`src/timer_event_pkg.sv`:
```
package timer_event_pkg;
    localparam int unsigned ADDR_W       = 8;
    localparam int unsigned NUM_CMP      = 3;
    // register indices; byte address is index times four
    localparam logic [7:0]  IDX_BUF_VALID = 8'h06;
    localparam logic [7:0]  IDX_EVENT_CTL = 8'h09;
    localparam logic [7:0]  IDX_INT_EN    = 8'h0a;
    localparam logic [7:0]  IDX_INT_FLAGS = 8'h0b;
    localparam logic [7:0]  IDX_PER_BUF   = 8'h36;
    localparam logic [7:0]  IDX_CMP_BUF0  = 8'h38;
    localparam logic [7:0]  IDX_CMP_STEP  = 8'h02;
    // event control fields
    localparam int unsigned EVB_ACT_LSB  = 5;
    localparam int unsigned EVB_EN_BIT   = 4;
    localparam int unsigned EVA_ACT_LSB  = 1;
    localparam int unsigned EVA_EN_BIT   = 0;
    // interrupt fields
    localparam int unsigned CMP_IRQ_LSB  = 4;
    localparam int unsigned OVF_BIT      = 0;
    localparam logic [7:0]  INT_MASK     = 8'h71;
    // buffer valid fields
    localparam int unsigned PER_BV_BIT   = 0;
    localparam int unsigned CMP_BV_LSB   = 1;
    // reset values and response codes
    localparam logic [7:0]  REG8_RESET   = 8'h00;
    localparam logic [15:0] PER_RESET    = 16'hffff;
    localparam logic [15:0] CMP_RESET    = 16'h0000;
    localparam logic [1:0]  RESP_OKAY    = 2'h0;
    localparam logic [1:0]  RESP_SLVERR  = 2'h2;

    typedef enum logic [2:0] {
        B_NONE          = 3'h0,
        B_EVENT_DIRECTION_COUNT        = 3'h3,
        B_RESTART_RISE  = 3'h4,
        B_RESTART_EDGE  = 3'h5,
        B_RESTART_HIGH  = 3'h6
    } event_b_action_type;

    typedef enum logic [2:0] {
        A_COUNT_RISE    = 3'h0,
        A_COUNT_EDGE    = 3'h1,
        A_COUNT_HIGH    = 3'h2,
        A_EVENT_DIRECTION_COUNT        = 3'h3
    } event_a_action_type;

    typedef enum {
        SEL_NONE,
        SEL_BUF_VALID,
        SEL_EVENT_CTL,
        SEL_INT_EN,
        SEL_INT_FLAGS,
        SEL_PER_BUF,
        SEL_CMP_BUF
    } reg_sel_type;

    // inputs from the timer core, same clock
    typedef struct packed {
        logic                 update;
        logic [NUM_CMP-1:0]   compareMatch;
        logic                 topBottom;
        logic                 prescaleTick;
    } core_status_type;

    // count control towards the timer core
    typedef struct packed {
        logic step;
        logic down;
        logic dirFromEvent;
        logic restart;
    } count_ctrl_type;
endpackage

```
`src/timer_event_irq_control.sv`:
```
`timescale 1ns/1ps
module timer_event_irq_control (
    // clock and reset
    input  wire logic                                 ref_clk,
    input  wire logic                                 rst,
    // axi4-lite write address and data
    input  wire logic [timer_event_pkg::ADDR_W-1:0]   awaddr,
    input  wire logic                                 awvalid,
    output logic                                      awready,
    input  wire logic [31:0]                          wdata,
    input  wire logic [3:0]                           wstrb,
    input  wire logic                                 wvalid,
    output logic                                      wready,
    // axi4-lite write response
    output logic [1:0]                                bresp,
    output logic                                      bvalid,
    input  wire logic                                 bready,
    // axi4-lite read
    input  wire logic [timer_event_pkg::ADDR_W-1:0]   araddr,
    input  wire logic                                 arvalid,
    output logic                                      arready,
    output logic [31:0]                               rdata,
    output logic [1:0]                                rresp,
    output logic                                      rvalid,
    input  wire logic                                 rready,
    // event routing
    input  wire logic                                 eventA,
    input  wire logic                                 eventB,
    // timer core
    input  wire timer_event_pkg::core_status_type     coreStatus,
    output timer_event_pkg::count_ctrl_type           countCtrl,
    output logic [15:0]                               periodBuffer,
    output logic [timer_event_pkg::NUM_CMP-1:0][15:0] compareBuffer,
    // interrupt
    output logic                                      irq
);
    localparam int unsigned NC = timer_event_pkg::NUM_CMP;

    function automatic timer_event_pkg::reg_sel_type decode(
        input logic [timer_event_pkg::ADDR_W-1:0] addr);
        logic [7:0] idx;
        idx = {2'h0, addr[timer_event_pkg::ADDR_W-1:2]};
        decode = timer_event_pkg::SEL_NONE;
        if (idx == timer_event_pkg::IDX_BUF_VALID) begin
            decode = timer_event_pkg::SEL_BUF_VALID;
        end else if (idx == timer_event_pkg::IDX_EVENT_CTL) begin
            decode = timer_event_pkg::SEL_EVENT_CTL;
        end else if (idx == timer_event_pkg::IDX_INT_EN) begin
            decode = timer_event_pkg::SEL_INT_EN;
        end else if (idx == timer_event_pkg::IDX_INT_FLAGS) begin
            decode = timer_event_pkg::SEL_INT_FLAGS;
        end else if (idx == timer_event_pkg::IDX_PER_BUF) begin
            decode = timer_event_pkg::SEL_PER_BUF;
        end else if (cmpIndex(addr) < NC) begin
            decode = timer_event_pkg::SEL_CMP_BUF;
        end
    endfunction

    // compare buffer number, NC when no compare buffer is addressed
    function automatic int unsigned cmpIndex(
        input logic [timer_event_pkg::ADDR_W-1:0] addr);
        logic [7:0] idx;
        idx = {2'h0, addr[timer_event_pkg::ADDR_W-1:2]};
        cmpIndex = NC;
        for (int unsigned n = 0; n < NC; n++) begin
            if (idx == timer_event_pkg::IDX_CMP_BUF0 + 8'(n) * timer_event_pkg::IDX_CMP_STEP) begin
                cmpIndex = n;
            end
        end
    endfunction

    logic [timer_event_pkg::ADDR_W-1:0] awAddr_reg;
    logic [31:0]                        wData_reg;
    logic [3:0]                         wStrb_reg;
    logic                               awHeld_reg;
    logic                               wHeld_reg;
    logic                               wrFire;
    timer_event_pkg::reg_sel_type       wrSel;
    timer_event_pkg::reg_sel_type       rdSel;
    logic [7:0]                         eventCtl_reg;
    logic [7:0]                         intEn_reg;
    logic [7:0]                         interrupt_flags_reg_reg;
    logic [NC:0]                        bufValid_reg;
    logic [NC:0]                        bufWrite;
    logic [7:0]                         flagSet;
    logic [7:0]                         flagClr;
    logic                               prevA_reg;
    logic                               prevB_reg;
    logic                               aEn;
    logic                               bEn;
    logic [2:0]                         aAct;
    logic [2:0]                         bAct;
    logic                               countNow;
    logic                               restartNow;
    logic                               dirEvent;
    logic                               dirLevel;

    // write channel: address and data taken in either order
    assign wrFire = awHeld_reg && wHeld_reg && !bvalid;
    assign wrSel  = decode(awAddr_reg);

    always_ff @(posedge ref_clk or posedge rst) begin
        if (rst) begin
            awHeld_reg <= 1'b0;
            awready    <= 1'b1;
            awAddr_reg <= '0;
        end else if (awvalid && awready) begin
            awHeld_reg <= 1'b1;
            awready    <= 1'b0;
            awAddr_reg <= awaddr;
        end else if (bvalid && bready) begin
            awHeld_reg <= 1'b0;
            awready    <= 1'b1;
        end
    end

    always_ff @(posedge ref_clk or posedge rst) begin
        if (rst) begin
            wHeld_reg <= 1'b0;
            wready    <= 1'b1;
            wData_reg <= '0;
            wStrb_reg <= '0;
        end else if (wvalid && wready) begin
            wHeld_reg <= 1'b1;
            wready    <= 1'b0;
            wData_reg <= wdata;
            wStrb_reg <= wstrb;
        end else if (bvalid && bready) begin
            wHeld_reg <= 1'b0;
            wready    <= 1'b1;
        end
    end

    always_ff @(posedge ref_clk or posedge rst) begin
        if (rst) begin
            bvalid <= 1'b0;
            bresp  <= timer_event_pkg::RESP_OKAY;
        end else if (wrFire) begin
            bvalid <= 1'b1;
            bresp  <= (wrSel == timer_event_pkg::SEL_NONE) ?
                      timer_event_pkg::RESP_SLVERR : timer_event_pkg::RESP_OKAY;
        end else if (bready) begin
            bvalid <= 1'b0;
        end
    end

    // read channel: answer one cycle after the address is taken
    assign rdSel = decode(araddr);

    always_ff @(posedge ref_clk or posedge rst) begin
        if (rst) begin
            arready <= 1'b1;
            rvalid  <= 1'b0;
            rdata   <= '0;
            rresp   <= timer_event_pkg::RESP_OKAY;
        end else if (arvalid && arready) begin
            arready <= 1'b0;
            rvalid  <= 1'b1;
            rresp   <= timer_event_pkg::RESP_OKAY;
            rdata   <= '0;
            case (rdSel)
                timer_event_pkg::SEL_BUF_VALID: rdata[NC:0] <= bufValid_reg;
                timer_event_pkg::SEL_EVENT_CTL: rdata[7:0]  <= eventCtl_reg;
                timer_event_pkg::SEL_INT_EN:    rdata[7:0]  <= intEn_reg;
                timer_event_pkg::SEL_INT_FLAGS: rdata[7:0]  <= interrupt_flags_reg_reg;
                timer_event_pkg::SEL_PER_BUF:   rdata[15:0] <= periodBuffer;
                timer_event_pkg::SEL_CMP_BUF:   rdata[15:0] <= compareBuffer[cmpIndex(araddr)];
                default: rresp <= timer_event_pkg::RESP_SLVERR;
            endcase
        end else if (rvalid && rready) begin
            arready <= 1'b1;
            rvalid  <= 1'b0;
        end
    end

    // control registers
    always_ff @(posedge ref_clk or posedge rst) begin
        if (rst) begin
            eventCtl_reg <= timer_event_pkg::REG8_RESET;
        end else if (wrFire && wStrb_reg[0] && wrSel == timer_event_pkg::SEL_EVENT_CTL) begin
            eventCtl_reg <= wData_reg[7:0];
        end
    end

    always_ff @(posedge ref_clk or posedge rst) begin
        if (rst) begin
            intEn_reg <= timer_event_pkg::REG8_RESET;
        end else if (wrFire && wStrb_reg[0] && wrSel == timer_event_pkg::SEL_INT_EN) begin
            intEn_reg <= wData_reg[7:0] & timer_event_pkg::INT_MASK;
        end
    end

    // sticky flags, a new event wins over a clearing write
    always_comb begin
        flagSet = '0;
        flagSet[timer_event_pkg::CMP_IRQ_LSB +: NC] = coreStatus.compareMatch;
        flagSet[timer_event_pkg::OVF_BIT] = coreStatus.topBottom;
        flagClr = '0;
        if (wrFire && wStrb_reg[0] && wrSel == timer_event_pkg::SEL_INT_FLAGS) begin
            flagClr = wData_reg[7:0] & timer_event_pkg::INT_MASK;
        end
    end

    always_ff @(posedge ref_clk or posedge rst) begin
        if (rst) begin
            interrupt_flags_reg_reg <= timer_event_pkg::REG8_RESET;
        end else begin
            interrupt_flags_reg_reg <= (interrupt_flags_reg_reg & ~flagClr) | flagSet;
        end
    end

    always_ff @(posedge ref_clk or posedge rst) begin
        if (rst) begin
            irq <= 1'b0;
        end else begin
            irq <= |(interrupt_flags_reg_reg & intEn_reg);
        end
    end

    // buffers and their valid bits
    always_ff @(posedge ref_clk or posedge rst) begin
        if (rst) begin
            periodBuffer <= timer_event_pkg::PER_RESET;
        end else if (bufWrite[timer_event_pkg::PER_BV_BIT]) begin
            if (wStrb_reg[0]) periodBuffer[7:0] <= wData_reg[7:0];
            if (wStrb_reg[1]) periodBuffer[15:8] <= wData_reg[15:8];
        end
    end

    assign bufWrite[timer_event_pkg::PER_BV_BIT] = wrFire && (|wStrb_reg[1:0]) &&
                                                    wrSel == timer_event_pkg::SEL_PER_BUF;

    for (genvar n = 0; n < NC; n++) begin : g_cmp
        assign bufWrite[timer_event_pkg::CMP_BV_LSB + n] = wrFire && (|wStrb_reg[1:0]) &&
            wrSel == timer_event_pkg::SEL_CMP_BUF && cmpIndex(awAddr_reg) == n;
        always_ff @(posedge ref_clk or posedge rst) begin
            if (rst) begin
                compareBuffer[n] <= timer_event_pkg::CMP_RESET;
            end else if (bufWrite[timer_event_pkg::CMP_BV_LSB + n]) begin
                if (wStrb_reg[0]) compareBuffer[n][7:0] <= wData_reg[7:0];
                if (wStrb_reg[1]) compareBuffer[n][15:8] <= wData_reg[15:8];
            end
        end
    end

    always_ff @(posedge ref_clk or posedge rst) begin
        if (rst) begin
            bufValid_reg <= '0;
        end else begin
            bufValid_reg <= (bufValid_reg & ~{(NC+1){coreStatus.update}}) | bufWrite;
        end
    end

    // event inputs
    assign aEn  = eventCtl_reg[timer_event_pkg::EVA_EN_BIT];
    assign bEn  = eventCtl_reg[timer_event_pkg::EVB_EN_BIT];
    assign aAct = eventCtl_reg[timer_event_pkg::EVA_ACT_LSB +: 3];
    assign bAct = eventCtl_reg[timer_event_pkg::EVB_ACT_LSB +: 3];

    always_ff @(posedge ref_clk or posedge rst) begin
        if (rst) begin
            prevA_reg <= 1'b0;
            prevB_reg <= 1'b0;
        end else begin
            prevA_reg <= eventA;
            prevB_reg <= eventB;
        end
    end

    always_comb begin
        countNow = coreStatus.prescaleTick;
        if (aEn) begin
            case (aAct)
                timer_event_pkg::A_COUNT_RISE: countNow = eventA && !prevA_reg;
                timer_event_pkg::A_COUNT_EDGE: countNow = eventA != prevA_reg;
                timer_event_pkg::A_COUNT_HIGH: countNow = coreStatus.prescaleTick && eventA;
                timer_event_pkg::A_EVENT_DIRECTION_COUNT:     countNow = coreStatus.prescaleTick;
                default:                       countNow = coreStatus.prescaleTick;
            endcase
        end
    end

    always_comb begin
        dirEvent = 1'b0;
        dirLevel = 1'b0;
        if (aEn && aAct == timer_event_pkg::A_EVENT_DIRECTION_COUNT) begin
            dirEvent = 1'b1;
            dirLevel = eventA;
        end else if (bEn && bAct == timer_event_pkg::B_EVENT_DIRECTION_COUNT) begin
            dirEvent = 1'b1;
            dirLevel = eventB;
        end
    end

    always_comb begin
        restartNow = 1'b0;
        if (bEn) begin
            case (bAct)
                timer_event_pkg::B_RESTART_RISE: restartNow = eventB && !prevB_reg;
                timer_event_pkg::B_RESTART_EDGE: restartNow = eventB != prevB_reg;
                timer_event_pkg::B_RESTART_HIGH: restartNow = eventB;
                default:                         restartNow = 1'b0;
            endcase
        end
    end

    always_ff @(posedge ref_clk or posedge rst) begin
        if (rst) begin
            countCtrl <= '0;
        end else begin
            countCtrl.step         <= countNow;
            countCtrl.dirFromEvent <= dirEvent;
            countCtrl.restart      <= restartNow;
            if (countNow && dirEvent) begin
                countCtrl.down <= dirLevel;
            end
        end
    end
endmodule

```
`config.mk`:
```
export PLATFORM = sky130hd
export DESIGN_NAME = timer_event_irq_control
export DESIGN_NICKNAME = d
export VERILOG_FILES = /design/src/timer_event_pkg.sv /design/src/timer_event_irq_control.sv
export SDC_FILE = /design/constraint.sdc
export NUM_CORES = 1
export LEC_CHECK = 0
export BUFFER_PORTS_ARGS = -buffer_cell sky130_fd_sc_hd__clkbuf_2
export CORE_MARGIN = 2
export CORE_UTILIZATION = 52
export DETAILED_ROUTE_END_ITERATION = 10
export HOLD_SLACK_MARGIN = 0.12
export PLACE_DENSITY_LB_ADDON = 0.08
export SLEW_MARGIN = 0
export SYNTH_ARGS = -nofsm -noshare
export SYNTH_HDL_FRONTEND = slang
export SYNTH_SLANG_ARGS = --single-unit
export TNS_END_PERCENT = 100
```
`constraint.sdc`:
```
create_clock -name ref_clk -period 6 [get_ports ref_clk]
set_clock_uncertainty 0.05 [all_clocks]
set_input_delay 0.6 -clock ref_clk [delete_from_list [all_inputs] [get_ports ref_clk]]
set_output_delay 0.6 -clock ref_clk [all_outputs]
set_load 0.1 [all_outputs]
```
==> flow_summary.ini, run 1 <==
[final_layout]
drive_gt1_frac = 0.4533
largest-register = compareBuffer
largest_reg_flops = 48
nNetsFinal = 709
mostFrequentLayoutCells = clkbuf_2 (136), dfrtp_1 (121), mux2_2 (104)
syn2layout_area_growth_pct = 20.25
finish.instance_area_um2 = 7609
layout_commonest_cell = clkbuf_2
antennaDiodeCount = 0

[worst_setup_path]
start_kind = flop
r2r_end = compareBuffer[36]$_DFFE_PP0P_
crit_type = flop to flop
r2r_start = awAddr_reg[3]$_DFFE_PP0P_
critPathMaxStageDelay_ns = 0.55
crit_chain = and4bb_1, nand3_1, nor2_2, mux2_2
worstSetupEndpointType = flop
cp_max_fo = 13
r2r_cells = 4
slowest_stage = dfrtp_1
cp.required_ns = 6.26
cp.arrival_ns = 2.55
reg2reg_slack_ns = 3.71

[clock_network]
cts_hold_buf = 0
clockRootBuffer = clkbuf_16
cts_htree_levels = 4
cts.clk_slew.worst_paths_ns = 0.05
clock_latency_ns = 0.43
cts_tree = done
numCtsBuffers = 17
cts_sinks = 140
clockBufferDepth = 2
post_cts_resized = 0
postCtsSetupRepairBufs = 0

[yosys]
muxShareOfSynthArea = 0.1977
synth_area_um2 = 6327
seq_area_frac_synth = 0.5574
synth_top_cell_by_area = dfrtp_1
ys_ff_latch = 140
synthSimpleGateAreaFrac = 0.1064
syn_area_per_cell_um2 = 12.60
synth-compound-area-share = 0.09235
synth_cell_type_count = 54
synth_top_family_by_area = multiplexers
yosys_warnings = 0
synthCells = 502
synth_top_area_frac = 0.4785
synthTopCellsByArea = dfrtp_1 (48%), mux2_2 (19%), dfstp_2 (7.9%), buf_4 (2.1%), a221oi_1 (1.8%)
synth_enable_flop_cells = 0
synthFlopType = dfrtp_1
synthXorXnorAreaFrac = 0.002768
async_flop_share = 1.000
synthAdderAreaFrac = 0.001977

[sta]
setup_tns_ns = 0
setup_viol = 0
tightestPinTransition_ns = 1.065
fin_hold_ws_ns = 0.1889
finalMaxSlewViolations = 0
min_period_ns = 2.290
rsz0062_at_grt = no
finalCritPeriodShare = 0.3816
hold_viol_final = 0
maxSlewHeadroom = 0.2884
fmax_ghz = 0.4368

[flow_run]
maxCapViolations = 0

[floorplan]
die_h_um = 114.3
io_pins = 177
core_um2 = 11960
initial_core_util = 0.5290
placementRows = 40
die_w_um = 114.3
dieArea_um2 = 13070

[detailed_routing]
drt_wl_total_um = 15940
drc = 0
routed_via_density = 5.866
wl_per_cell_um = 19.92
ant_nets = 0
drt_iter0_drc = 339
drtPass1Iterations = 5
routed-via-count = 4693

[power]
cellPowerDensity_nw_per_um2 = 560.9
leakagePower_nw = 3.677
ir_drop_mv = 0.3529

[place]
gp_congestion = 0.8180
place_area_um2 = 7067
place.port_buffers = 136
dp_hpwl_um = 11000

[run_status]
outcome = completed

[min_path]
hold_path.class = input pin to asynchronous set/reset pin

[global_routing]
grt_pass1_wl_um = 25220
grtUsageMet2 = 0.3940
grt.total_usage = 0.2580
grt_max_degree = 78
grt_pass1_vias = 4763
busiest_layer = met2
antenna_found_initial = 0
grt_overflow = 0
use_met1 = 0.3472
use_met3 = 0.07729
## worst max path at each step
stage / startpoint / end / cells past startpoint
3_3_place_gp: araddr[3] / rdata[4]$_DFFE_PP0P_ / 5
3_5_place_dp: araddr[3] / rdata[4]$_DFFE_PP0P_ / 5
6_report: awAddr_reg[3]$_DFFE_PP0P_ / compareBuffer[36]$_DFFE_PP0P_ / 4
4_1_cts: awAddr_reg[3]$_DFFE_PP0P_ / compareBuffer[36]$_DFFE_PP0P_ / 4
5_1_grt: awAddr_reg[3]$_DFFE_PP0P_ / compareBuffer[34]$_DFFE_PP0P_ / 4
2_1_floorplan: rst / awAddr_reg[2]$_DFFE_PP0P_ / 1
## cell type report
cell class | count | area, um2
sequential | 140 | 3527
tap | 147 | 183.9
clock buffer | 28 | 476.7
inverter | 13 | 53.80
clock inverter | 3 | 65.06
multi-input combinational | 331 | 2606
timing repair buffer | 138 | 695.7
fill | 980 | 4353
## layer usage
layer	vias to the layer above	routed length [um]
met5	-	0
met4	0	433
met3	41	1113
met2	203	7458
met1	2357	6931
li1	2092	-
## power breakdown
group | internal, mW | total (mW) | switching (mW)
combinational | 0.351 | 1.75 | 1.40
sequential | 1.22 | 1.53 | 0.308
clock | 0.619 | 0.987 | 0.368
## synth_stat cells (4+ instances only)
library cell and count:
a21o_1 5, a21oi_1 15, a221oi_1 13, a22o_1 8
and2_1 4, buf_2 8, buf_4 18, clkbuf_1 9
dfrtp_1 121, dfstp_2 19, inv_1 13, mux2_2 104
mux2i_1 8, nand2_1 26, nand3_1 4, nand4_1 11
nor2_1 26, nor2_2 5, o211ai_1 9, o21ai_0 15
o22ai_1 4, o2bb2ai_1 4, or3_1 9
## cell families (layout without fill, tap and decap cells)
kind of cell	Yosys count	in the layout
other cells	1	18
flops	140	140
xor+xnor	2	2
mux	112	112
buf+inv	48	182
fa+ha+maj	1	1
compound gates	84	84
simple gates	114	114
## metrics by stage
| step | worst slack (ns) | util | total power [mW] | instances |
|---|---|---|---|---|
| final | 3.710 | 0.6361 | 4.268 | 800 |
| after global routing | 3.636 | 0.6361 | 4.432 | 800 |
| after CTS | 3.753 | 0.6361 | 4.277 | 800 |
| after detailed placement | 3.433 | 0.5908 | 3.286 | 769 |
| after global placement | 3.497 | 0.5908 | 3.249 | 769 |
| after floorplan | 1.629 | - | 2.953 | 519 |
## critical path, delay by kind of cell (launching register included)
kind / cells / cell delay, ns
multiplexers: 1 / 0.41
AND/OR/NAND/NOR: 3 / 1.15
flip-flops: 1 / 0.55
(Power assumes the default switching activity.)
==> run 2, diff against run 1 <==
- CORE_UTILIZATION: 52 -> 47
- clock period: 6 -> 1.87 ns (I/O delays scaled with it)
==> flow_summary.ini, run 2 (synthesized netlist as in run 1, its figures left out) <==
[clock_network]
cts_sinks = 140
numCtsBuffers = 17
clockBufferDepth = 2
clockRootBuffer = clkbuf_16
cts.clk_slew.worst_paths_ns = 0.05
cts_htree_levels = 4
clock_latency_ns = 0.42
cts_tree = done

[final_layout]
drive_gt1_frac = 0.4691
syn2layout_area_growth_pct = 33.89
mostFrequentLayoutCells = clkbuf_2 (136), dfrtp_1 (119), mux2_2 (104)
finish.instance_area_um2 = 8472
final_cell_count_no_fill = 905
layout_commonest_cell = clkbuf_2
largest_reg_flops = 48
antennaDiodeCount = 0
nNetsFinal = 784
largest-register = compareBuffer
fillers = 1049
utilization = 0.6423

[worst_setup_path]
critPathMaxStageDelay_ns = 0.56
critPathBufInv = 3
crit_type = input pin to flop
cp.required_ns = 2.16
slowest_stage = dlygate4sd3_1
start_kind = input pin
crit_chain = dlygate4sd3_1, clkbuf_2, and4bb_2, and2_1, buf_4, a221oi_1, a21oi_1
cp_max_fo = 8
cp.arrival_ns = 2.10
worstSetupEndpointType = flop
crit_family = buffers and inverters

[power]
pwr-share-seq = 0.342
swShare = 0.4785
p_total_mw = 14.11
leakagePower_nw = 4.097
pwr-share-comb = 0.422
internal_power_mw = 7.359
switchingPower_mw = 6.753
ir_drop_mv = 1.029
clkPwrFrac = 0.236
cellPowerDensity_nw_per_um2 = 1666

[floorplan]
die_h_um = 120.0
die_w_um = 120.0
io_pins = 177
placementRows = 42
dieArea_um2 = 14410
core_um2 = 13190
initial_core_util = 0.4797

[sta]
finalCritPeriodShare = 0.9685
fin_ws_ns = 0.05882
maxSlewHeadroom = 0.4990
setup_viol = 0
tightestPinTransition_ns = 0.7515
fmax_ghz = 0.5521
hold_viol_final = 0
min_period_ns = 1.811
rsz0062_at_grt = no
finalMaxSlewViolations = 0

[flow_run]
maxCapViolations = 0

[detailed_routing]
routed_via_density = 5.313
drtPass1Iterations = 4
drc = 0
routed-via-count = 4808
wl_per_cell_um = 18.41
ant_nets = 0
drt_wl_total_um = 16660
drt_iter0_drc = 318

[place]
dp_hpwl_um = 11460
dp_cells = 829
place_area_um2 = 7401
place.port_buffers = 136
gp_congestion = 0.8438
place_ws_ns = 0.01600

[run_status]
outcome = completed

[global_routing]
grt_overflow = 0
grt_pass1_wl_um = 26590
antenna_found_initial = 0
grt_max_degree = 141
grt.total_usage = 0.2434
grt_pass1_vias = 4922

[min_path]
hold_path.class = input pin to flop
run 2: metal layers:
layer / share of wire / wire [um] / GRT usage / vias to the layer above
met2: 0.49 / 8209 / 0.3867 / 156
li1: - / - / - / 2246
met4: 0.014 / 233 / 0.08897 / 0
met3: 0.058 / 971 / 0.04895 / 23
met5: 0 / 0 / 0 / -
met1: 0.43 / 7245 / 0.3316 / 2383
run 2: per-stage QoR:
stage / hold slack, ns / setup TNS [ns]
after floorplan: 0.1684 / -12.31
after global placement: 0.2982 / 0
after detailed placement: 0.3029 / 0
after CTS: 0.2665 / 0
after global routing: 0.3187 / 0
final: 0.2879 / 0
run 2: power by group through the flow:
stage / clock (mW) / combinational, mW / sequential, mW
after CTS: 3.38 / 5.97 / 4.81
after global routing: 3.52 / 6.22 / 4.95
after detailed placement: 0 / 5.87 / 4.85
after global placement: 0 / 5.81 / 4.80
after floorplan: 0 / 1.55 / 7.96
final: 3.33 / 5.96 / 4.83
run 2: layout make-up:
type | count | area, um2 | area share
multi-input combinational | 331 | 2644 | 0.3121
inverter | 13 | 52.55 | 0.006203
clock inverter | 5 | 52.55 | 0.006203
tap | 176 | 220.2 | 0.02599
clock buffer | 27 | 543.0 | 0.06410
sequential | 140 | 3533 | 0.4171
timing repair buffer | 213 | 1426 | 0.1684
run 2: what timing repair did:
| item | CTS | global route |
|---|---|---|
| hold endpoints to repair | 164 | 0 |
| hold buffers | 42 | 0 |
| setup buffers | 0 | 2 |
| gates cloned | 0 | 0 |
| setup endpoints to repair | 1 | 40 |
| resized for setup | 0 | 3 |
| pin swaps | 1 | 3 |
run 2: worst min-delay path, delay by kind of cell:
kind                   cells  cell delay, ns
AND/OR/NAND/NOR            1            0.07
buffers and inverters      1            0.14
AO/OA/AOI/OAI              2            0.33
run 2: final timing paths:
path | start | to | slack [ns] | cells after the start
max in group asynchronous | rst | wData_reg[15]$_DFFE_PP0P_ | 0.74 | 4
min | araddr[7] | rresp[1]$_DFFE_PP0P_ | 0.29 | 4
min reg2reg | interrupt_flags_reg_reg[4]$_DFF_PP0_ | interrupt_flags_reg_reg[4]$_DFF_PP0_ | 0.46 | 1
min in group asynchronous | rst | wData_reg[3]$_DFFE_PP0P_ | 0.45 | 4
max | araddr[5] | rdata[10]$_DFFE_PP0P_ | 0.06 | 7
max reg2reg | awAddr_reg[2]$_DFFE_PP0P_ | compareBuffer[34]$_DFFE_PP0P_ | 0.08 | 5
